**src/verilog/rfat_pkg.sv**
```systemverilog
// Package: access types, widths and reset values for the register field cells
package rfat_pkg;

   // ----------------------------------------
   // Access type encoding
   // ----------------------------------------
   typedef enum logic [3:0]
   {
      RFAT_READ_ONLY            = 4'h0,
      RFAT_SET_ON_READ          = 4'h1,
      RFAT_WRITE_ONLY           = 4'h2,
      RFAT_WRITE_ONE_SET        = 4'h3,
      RFAT_WRITE_ONE_CLEAR      = 4'h4,
      RFAT_WRITE_ANY_CLEAR      = 4'h5,
      RFAT_LATCH_LOW_CLR_READ   = 4'h6,
      RFAT_LATCH_HIGH_CLR_READ  = 4'h7,
      RFAT_AUTO_CLEARING        = 4'h8,
      RFAT_STICKY_HIGH_STATUS   = 4'h9,
      RFAT_READ_WRITE           = 4'hA,
      RFAT_RESERVED             = 4'hB
   } rfat_access_type;

   // ----------------------------------------
   // Sizes and reset values
   // ----------------------------------------
   localparam int          RFAT_NUM_FIELDS  = 12;
   localparam int          RFAT_FIELD_WIDTH = 8;
   localparam logic [7:0]  RFAT_RESET_VALUE = 8'h00;
   localparam logic [7:0]  RFAT_WO_READ     = 8'h00;

endpackage
```
**src/verilog/rfat_bank.sv**
```systemverilog
// Bank of register field cells, one of each access type, with a host port
//
// Behaviour
// Read-only fields show their live value and ignore host writes.
// Set-on-read fields become set when the host reads them.
// Write-only fields take writes and read back a value nobody may rely on.
// Write-one-to-set fields set each bit written as one and keep the others.
// Write-one-to-clear fields clear each bit written as one and keep the others.
// Write-anything-to-clear fields clear on any host write.
// Latch-low and latch-high fields clear when the host reads their register.
// Auto-clearing bits fall back by themselves, ignore zero writes and stay readable.
// A sticky high status bit stays high until it has been read.
// After a read the sticky bit follows its condition and drops once it is gone.
// An unread sticky bit holds high even when its condition goes away.
// Soft-reset immune fields keep their values on a software reset.
// Software writes zeros to reserved fields.
// Software does not rely on reserved bits read back.
// Read and write side effects happen in the cycle of the strobe.
// A hardware set beats a host clear in the same cycle.
`timescale 1ns/10ps
module rfat_bank
   import rfat_pkg::*;
#(
   parameter int WIDTH = RFAT_FIELD_WIDTH
)
(
   // Clock, reset, enable
   input  wire logic                                   I_CLOCK,
   input  wire logic                                   I_NRST,
   input  wire logic                                   I_ENABLE,
   input  wire logic                                   I_SOFT_RESET,
   // Host register port, one-cycle strobes
   input  wire logic [3:0]                             I_ADDR,
   input  wire logic                                   I_READ,
   input  wire logic                                   I_WRITE,
   input  wire logic [WIDTH-1:0]                       I_WDATA,
   output logic      [WIDTH-1:0]                       O_RDATA,
   // Hardware conditions, from logic on this clock
   input  wire logic [WIDTH-1:0]                       I_HW_VALUE,
   input  wire logic [WIDTH-1:0]                       I_HW_SET,
   // Field contents toward the device logic
   output logic      [rfat_pkg::RFAT_NUM_FIELDS*WIDTH-1:0] O_FIELDS
);
   import rfat_pkg::*;

   // ----------------------------------------
   // Decode
   // ----------------------------------------
   logic [RFAT_NUM_FIELDS-1:0]       sel;
   logic [WIDTH-1:0]                 rd [RFAT_NUM_FIELDS];
   logic [WIDTH-1:0]                 next_rdata;
   logic [WIDTH-1:0]                 rdata;

   genvar g;
   generate
      for (g = 0; g < RFAT_NUM_FIELDS; g++)
      begin : gen_field
         assign sel[g] = (I_ADDR == 4'(g));
         rfat_field
         #(
            .ACCESS    (rfat_access_type'(g)),
            .WIDTH     (WIDTH),
            .RESET_VAL (RFAT_RESET_VALUE[WIDTH-1:0]),
            // The plain read-write cell stands in as the immune control field
            .SR_IMMUNE (g == int'(RFAT_READ_WRITE))
         )
         u_field
         (
            .i_clock      (I_CLOCK),
            .i_nrst       (I_NRST),
            .i_enable     (I_ENABLE),
            .i_soft_reset (I_SOFT_RESET),
            .i_read       (I_READ && sel[g]),
            .i_write      (I_WRITE && sel[g]),
            .i_wdata      (I_WDATA),
            .i_hw_value   (I_HW_VALUE),
            .i_hw_set     (I_HW_SET),
            .o_rdata      (rd[g]),
            .o_value      (O_FIELDS[g*WIDTH +: WIDTH])
         );
      end
   endgenerate

   // ----------------------------------------
   // Read data register
   // ----------------------------------------
   // Unmapped addresses read zero; data is captured before read side effects land
   always_comb
   begin
      next_rdata = rdata;
      if (I_READ)
      begin
         next_rdata = '0;
         for (int i = 0; i < RFAT_NUM_FIELDS; i++)
         begin
            if (sel[i])
            begin
               next_rdata = rd[i];
            end
         end
      end
   end

   always_ff @(posedge I_CLOCK)
   begin
      if (!I_NRST)
      begin
         rdata <= '0;
      end
      else if (I_ENABLE)
      begin
         rdata <= next_rdata;
      end
   end

   assign O_RDATA = rdata;

endmodule

```
**src/verilog/rfat_field.sv**
```systemverilog
// One register field cell of a selectable access type
`timescale 1ns/10ps
module rfat_field
   import rfat_pkg::*;
#(
   parameter rfat_access_type ACCESS     = RFAT_READ_WRITE,
   parameter int              WIDTH      = 8,
   parameter logic [WIDTH-1:0] RESET_VAL = '0,
   parameter bit              SR_IMMUNE  = 1'b0
)
(
   // Clock and resets
   input  wire logic             i_clock,
   input  wire logic             i_nrst,
   input  wire logic             i_enable,
   input  wire logic             i_soft_reset,
   // Host access, one-cycle strobes
   input  wire logic             i_read,
   input  wire logic             i_write,
   input  wire logic [WIDTH-1:0] i_wdata,
   // Hardware side
   input  wire logic [WIDTH-1:0] i_hw_value,
   input  wire logic [WIDTH-1:0] i_hw_set,
   // Outputs
   output logic      [WIDTH-1:0] o_rdata,
   output logic      [WIDTH-1:0] o_value
);

   logic [WIDTH-1:0] stored;
   logic [WIDTH-1:0] next_stored;
   logic [WIDTH-1:0] unread;
   logic [WIDTH-1:0] next_unread;
   logic             soft_clear;

   assign soft_clear = i_soft_reset && !SR_IMMUNE;

   // ----------------------------------------
   // Next value per access type
   // ----------------------------------------
   always_comb
   begin
      next_stored = stored;
      next_unread = unread;
      case (ACCESS)
         RFAT_READ_ONLY:
            next_stored = i_hw_value;
         RFAT_SET_ON_READ:
            next_stored = i_read ? {WIDTH{1'b1}} : stored;
         RFAT_WRITE_ONLY:
            next_stored = i_write ? i_wdata : stored;
         RFAT_WRITE_ONE_SET:
            next_stored = i_write ? (stored | i_wdata) : stored;
         RFAT_WRITE_ONE_CLEAR:
            next_stored = (i_write ? (stored & ~i_wdata) : stored) | i_hw_set;
         RFAT_WRITE_ANY_CLEAR:
            next_stored = (i_write ? '0 : stored) | i_hw_set;
         RFAT_LATCH_HIGH_CLR_READ:
            next_stored = (i_read ? '0 : stored) | i_hw_set;
         RFAT_LATCH_LOW_CLR_READ:
            // Stored as a 1 for "went low"; the read view is inverted
            next_stored = (i_read ? '0 : stored) | ~i_hw_value;
         RFAT_AUTO_CLEARING:
            // Set lasts exactly one cycle; zeros written do nothing
            next_stored = i_write ? i_wdata : '0;
         RFAT_STICKY_HIGH_STATUS:
         begin
            // Latch only on a fresh rise, so a bit already read follows its condition
            next_unread = (i_read ? '0 : unread) | (i_hw_value & ~stored);
            next_stored = i_hw_value | next_unread;
         end
         RFAT_READ_WRITE:
            next_stored = i_write ? i_wdata : stored;
         default:
            next_stored = '0;
      endcase
   end

   always_ff @(posedge i_clock)
   begin
      if (!i_nrst)
      begin
         stored <= RESET_VAL;
         unread <= '0;
      end
      else if (i_enable)
      begin
         if (soft_clear)
         begin
            stored <= RESET_VAL;
            unread <= '0;
         end
         else
         begin
            stored <= next_stored;
            unread <= next_unread;
         end
      end
   end

   // ----------------------------------------
   // Read view
   // ----------------------------------------
   // Write-only reads a fixed value; software must not rely on it
   assign o_rdata = (ACCESS == RFAT_WRITE_ONLY) ? RFAT_WO_READ[WIDTH-1:0] :
                    (ACCESS == RFAT_RESERVED) ? '0 :
                    (ACCESS == RFAT_LATCH_LOW_CLR_READ) ? ~stored : stored;
   assign o_value = stored;

endmodule

```
**config.mk**
```make
export PLATFORM = sky130hd
export DESIGN_NAME = rfat_bank
export DESIGN_NICKNAME = d
export VERILOG_FILES = /design/src/verilog/rfat_pkg.sv /design/src/verilog/rfat_bank.sv /design/src/verilog/rfat_field.sv
export SDC_FILE = /design/constraint.sdc
export NUM_CORES = 1
export LEC_CHECK = 0
export BUFFER_PORTS_ARGS = -buffer_cell sky130_fd_sc_hd__clkbuf_2
export CORE_UTILIZATION = 45
export DETAILED_ROUTE_END_ITERATION = 10
export PLACE_DENSITY = 0.69
export SYNTH_ARGS = -nofsm -noshare
export SYNTH_HDL_FRONTEND = slang
export SYNTH_SLANG_ARGS = --single-unit
export TNS_END_PERCENT = 50
```
**constraint.sdc**
```tcl
create_clock -name I_CLOCK -period 1.6 [get_ports I_CLOCK]
set_input_delay 0.24 -clock I_CLOCK [delete_from_list [all_inputs] [get_ports I_CLOCK]]
set_output_delay 0.24 -clock I_CLOCK [all_outputs]
set_load 0.05 [all_outputs]
```
After elaboration in Yosys (flattened, before gate mapping)
Index checks and enable logic that the tools add are counted.
Storage, ports and cells
  flip-flop bits (word level): 104
  word-level logic and storage cells: 88
Cells by class
  reduce and logical (&&, ||, !) cells: 19
  bitwise gates (word level): 13
  muxes and demuxes: 32
  equal/unequal tests: 11
Operator list (number)
  8-bit two-way mux: 32
  8-bit OR: 7
  8-bit inverter: 4
  8-bit bitwise AND: 2
  4-bit by 3-bit equality test with 1-bit output, second input constant: 4
  4-bit equality test, second input constant: 4
  1-bit logical AND: 10
  2-bit AND reduction: 5
  4-bit by 2-bit equality test with 1-bit output, second input constant: 2
  2-bit nonzero test: 3
  4-bit by 1-bit equality test with 1-bit output, second input constant: 1
  4-bit logical NOT: 1

Depth between registers and ports, before layout
  depth in word-level cells: 13
  gate-level depth with buffers: 6
  gate-level depth less buffers: 4

Modules after synthesis
Synthesis repeated with hierarchy kept, for this count alone.
Unflattened totals
  cells, all modules: 717
  area total of the unflattened synthesis: 6237.2 um^2
Modules (own cells, without submodules)
  rfat_bank: area each 1559.0 um^2, instances 1, cells each 217, sequential area each 160.2 um^2
  rfat_field at gen_field[5].u_field ...: area each 446.7 um^2, instances 2, cells each 45, sequential area each 160.2 um^2
  rfat_field at gen_field[9].u_field: area each 670.6 um^2, instances 1, cells each 73, sequential area each 320.3 um^2
  rfat_field at gen_field[4].u_field: area each 435.4 um^2, instances 1, cells each 53, sequential area each 160.2 um^2
  rfat_field at gen_field[8].u_field: area each 431.7 um^2, instances 1, cells each 42, sequential area each 160.2 um^2
  rfat_field at gen_field[2].u_field: area each 430.4 um^2, instances 1, cells each 45, sequential area each 160.2 um^2
  rfat_field at gen_field[10].u_field: area each 419.2 um^2, instances 1, cells each 46, sequential area each 160.2 um^2
  rfat_field at gen_field[6].u_field: area each 397.9 um^2, instances 1, cells each 36, sequential area each 160.2 um^2
  rfat_field at gen_field[0].u_field: area each 390.4 um^2, instances 1, cells each 43, sequential area each 160.2 um^2
  rfat_field at gen_field[3].u_field: area each 336.6 um^2, instances 1, cells each 36, sequential area each 160.2 um^2
  rfat_field at gen_field[1].u_field: area each 148.9 um^2, instances 1, cells each 19, sequential area each 20.0 um^2
  rfat_field at gen_field[11].u_field: area each 123.9 um^2, instances 1, cells each 17, sequential area each 0.0 um^2

Worst setup path before layout
Ideal clock, no wire load.
  kind: register to register
  start point: register gen_field[4].u_field.stored[0]
  end point: register rdata[0], in the netlist O_RDATA[0]
  path slack: -0.014 ns
  data required time: 1.478 ns
  data arrival time: 1.492 ns
  stages on the path, launching flop included: 5
  cell sequence: dfxtp_1 -> or4b_1 -> a21oi_1 -> a221oi_1 -> o311a_1
Between the ends
  cells in the longest elaborated chain, start to end: 8
Ends and longest elaborated chain
  start, declared: RTL line rfat_field.sv:29  | logic [WIDTH-1:0] stored;
  start signal, assigned: RTL line rfat_field.sv:94  | stored <= next_stored;
  8-bit two-way mux (8 in series): RTL line rfat_bank.sv:96  | if (sel[i])
  end signal, assigned: RTL line rfat_bank.sv:112  | rdata <= next_rdata;
  end, declared: RTL line rfat_bank.sv:52  | logic [WIDTH-1:0] rdata;
No other way between the ends.
A chain may end at the register's enable or synchronous reset.

Final worst setup path
  start point: register gen_field[4].u_field.stored[5]
  end point: register rdata[5], in the netlist O_RDATA[5]
The elaborated chain is that of the path after synthesis.

==> metrics.log <==
[metrics] count of unresolved DRC violations after routing: 0
[metrics] placer's final routability congestion estimate: 0.966
[metrics] period utilization: 99.3%
[metrics] RSZ-0062 raised after global routing: yes
[metrics] async set or reset register ratio after synthesis: 0%
[metrics] kind of end point of the critical path: flop
[metrics] Worst Clk Skew: 0.0105 ns
[metrics] flip-flop and latch count after synthesis: 97
[metrics] horizontal die dimension: 106 µm
[metrics] vertical die dimension: 106 µm
[metrics] final std cells w/o fill: 891
[metrics] count of buffering cells on the critical path with inverters included: 0
[metrics] total die area: 11200 µm²
[metrics] crit-path max FO: 3
[metrics] count of port buffers added during placement: 129
[metrics] portion of synthesized cell area occupied by the leading cell type: 40.0%
[metrics] post-synth design cell area: 4850 µm²
[metrics] Yosys Warn Count: 0
[metrics] outcome: complete, no violations
[metrics] total CTS buffers: 9
[metrics] root buf cell: sky130_fd_sc_hd__clkbuf_8
[metrics] Max IR drop VDD: 581 µV
[metrics] global-route congestion overflow total: 0
[metrics] clock transition at the register clock pins on the worst setup and hold paths after CTS: 0.10 ns
[metrics] routed wire length per instance: 19.0 µm
[metrics] row count: 37
[metrics] antenna violations before repair: 0
[metrics] number of max-cap violations: 0
[metrics] dominant register cell in the synthesized netlist: sky130_fd_sc_hd__dfxtp_1
[metrics] cells taking the most area after synthesis: sky130_fd_sc_hd__dfxtp_1 (40%), sky130_fd_sc_hd__a21boi_1 (9.1%), sky130_fd_sc_hd__o21ai_0 (6.8%), sky130_fd_sc_hd__nand2_1 (5.9%), sky130_fd_sc_hd__nor2b_1 (3.5%)
[metrics] relative max-transition margin: 55.9%
[metrics] cell type of the slowest stage on the worst timing path: sky130_fd_sc_hd__or4b_1
[metrics] crit-path leading delay family: compound AO/OA/AOI/OAI gates
[metrics] final hold vios: 0
[metrics] post-synthesis average cell area: 8.20 µm²
[metrics] Commonest cells post-synth: sky130_fd_sc_hd__dfxtp_1 (97), sky130_fd_sc_hd__nand2_1 (76), sky130_fd_sc_hd__o21ai_0 (66)
[metrics] Worst Max-Slew Pin Slew: 0.659 ns
[metrics] Final Setup Violations: 0
[metrics] cells along the critical path: or4b_1 > a21oi_2 > a221oi_1 > o311a_1
[metrics] number of levels in the clock H-tree: 3
[metrics] critical path launch point type: flop
[metrics] Arrival @ worst endpoint: 1.85 ns
[metrics] Min Clock Period, post-route: 1.59 ns
[metrics] post-synth cell types: 42
[metrics] maximum number of pins on one net before global-route repair: 48
[metrics] I/O pin count: 138
[metrics] drt total wl: 17000 µm
[metrics] leakage dissipation: 2.71 nW
[metrics] total half-perimeter wirelength after legalization and detailed placement: 12800 µm
[metrics] Post-Route Setup TNS: 0 ns
[metrics] most frequent cell after synthesis: sky130_fd_sc_hd__dfxtp_1
[metrics] post-route core utilization: 59.8%
[metrics] Initial Utilization: 46.8%
[metrics] number of post-CTS setup repair buffers: 0
[metrics] cell area power density: 854 nW/µm²
[metrics] wire length of the first global-routing pass: 25700 µm
[metrics] proportion of layout cells with a drive suffix above 1: 31.0%
[metrics] via count of the first global-routing pass: 4585
[metrics] Core Box Area: 10400 µm²
[metrics] critical path class: reg2reg
[metrics] Largest stage delay, worst path: 0.54 ns
[metrics] worst-skew pair later-pin latency: 0.37 ns
[metrics] flip-flop and latch area: 1950 µm²
[metrics] Slew Limit Fails: 0
[metrics] global-route usage over all layers: 30.5%
[metrics] Synth Instances: 592
[metrics] layout filler cell count: 955
[metrics] via total after detailed routing: 5035
[metrics] total iterations of the first detailed-routing run: 5
[metrics] Syn-to-layout area delta: 27.8%
[metrics] data required time of the worst path: 1.86 ns
[metrics] cell total after placement: 875
[metrics] CTS Sinks: 97
[metrics] cell area reported after detailed placement: 5960 µm²
[metrics] final non-filler cell area: 6200 µm²
[metrics] Post-synth EDFFs: 0
[metrics] count of antenna diodes in the layout: 0
[metrics] Vias per Instance: 5.65
[metrics] Hold WC Path Type: in2reg
[metrics] buffers from clock root to sink, at most: 2
[metrics] violation count after the first detailed-route iteration: 375
[metrics] achievable clock frequency: 629 MHz
[metrics] multi-input logic area: 2610 µm²
[metrics] CTS tree: yes
[metrics] net count reported at finish: 784
[metrics] cell type contributing the most total cell area after synthesis: sky130_fd_sc_hd__dfxtp_1
[metrics] portion of the post-synthesis area used by sequential elements: 40.0%
[metrics] cts hold-fix bufs: 0
[metrics] antenna-violating nets left: 0
## cell type report
class                           instances  share of cell area [%]
Timing Repair Buffer                  204                    20.1
Clock buffer                           12                    2.34
Multi-Input combinational cell        428                    42.0
Tap cell                              136                    2.74
Clock inverter                          4                   0.847
Sequential cell                        97                    31.4
Inverter                               10                   0.605
## worst paths after layout
check	cells past startpoint	endpoint	slack, ns	startpoint
worst min-delay path	3	gen_field[4].u_field.o_rdata[4]$_SDFFE_PN0P_	0.11	I_HW_SET[4]
worst max register to register	4	O_RDATA[5]$_SDFFE_PN0P_	0.01	gen_field[4].u_field.o_rdata[5]$_SDFFE_PN0P_
worst min register to register	2	gen_field[9].u_field.unread[1]$_SDFFE_PN0P_	0.47	gen_field[9].u_field.unread[1]$_SDFFE_PN0P_
worst max-delay path	4	O_RDATA[5]$_SDFFE_PN0P_	0.01	gen_field[4].u_field.o_rdata[5]$_SDFFE_PN0P_
## per-stage QoR
step | setup WS, ns | power (mW) | hold WS, ns
after floorplan | -0.0139 | 3.30 | 0.375
after global placement | -0.276 | 3.68 | 0.452
after detailed placement | -0.261 | 3.69 | 0.465
after CTS | 0.00752 | 5.29 | 0.101
after global routing | -0.0195 | 5.49 | 0.129
final | 0.0112 | 5.30 | 0.110
## routing by layer
layer	share of wire, %	GRT usage (%)	vias to the layer above
met2	47	49.9	223
met4	2.8	10.6	0
met1	44	40.9	2377
met5	0	0	-
li1	-	-	2405
met3	6.1	4.51	30
## worst reg2reg max path, stage by stage, from the launching register on
cell	delay [ns]
sky130_fd_sc_hd__dfxtp_2	0.35
sky130_fd_sc_hd__or4b_1	0.54
sky130_fd_sc_hd__a21oi_2	0.19
sky130_fd_sc_hd__a221oi_1	0.10
sky130_fd_sc_hd__o311a_1	0.30
## cell usage in the layout, fill, tap and decap left out, types with 8 or more instances in the layout
cell type	netlist	layout
sky130_fd_sc_hd__clkbuf_2	0	129
sky130_fd_sc_hd__dfxtp_1	97	93
sky130_fd_sc_hd__nand2_1	76	76
sky130_fd_sc_hd__buf_4	17	72
sky130_fd_sc_hd__o21ai_0	66	66
sky130_fd_sc_hd__a21boi_1	59	59
sky130_fd_sc_hd__nor2_1	37	37
sky130_fd_sc_hd__nor2b_1	27	27
sky130_fd_sc_hd__o21ai_1	20	20
sky130_fd_sc_hd__a21oi_1	25	20
sky130_fd_sc_hd__a31oi_1	12	11
sky130_fd_sc_hd__clkbuf_8	0	10
sky130_fd_sc_hd__inv_1	9	9
sky130_fd_sc_hd__a22oi_1	9	9
sky130_fd_sc_hd__mux2i_1	8	8
sky130_fd_sc_hd__o311a_1	8	8
sky130_fd_sc_hd__or3_1	8	8
sky130_fd_sc_hd__nand3b_1	8	8
sky130_fd_sc_hd__conb_1	1	8
## timing repair
item	in CTS	in global routing
gates resized for setup	2	8
pin swaps	0	3
setup endpoints to repair	2	7
endpoints found under the hold margin	0	0
## sequential cells by signal, summed over array words and instances, names as in the netlist
| name | flops |
|---|---|
| gen_field.u_field.o_value | 16 |
| gen_field.u_field.o_rdata | 65 |
| O_RDATA | 8 |
| gen_field.u_field.unread | 8 |
## kinds of logic (layout without fill, tap and decap cells)
logic type             Yosys count  in the layout  synth area share [%]
AOI/OAI and AO/OA              231            231                  31.0
and+or+nand+nor                180            180                  19.3
DFF                             97             97                  40.0
buffers and inverters           74            230                  7.73
muxes                            9              9                  1.88
other                            1              8                0.0772
## power by group
| group | internal, mW | switching [mW] | total [mW] |
|---|---|---|---|
| sequential | 2.49 | 0.0786 | 2.57 |
| clock | 0.771 | 0.866 | 1.64 |
| combinational | 0.350 | 0.740 | 1.09 |
Power figures use the tool's default switching activity.
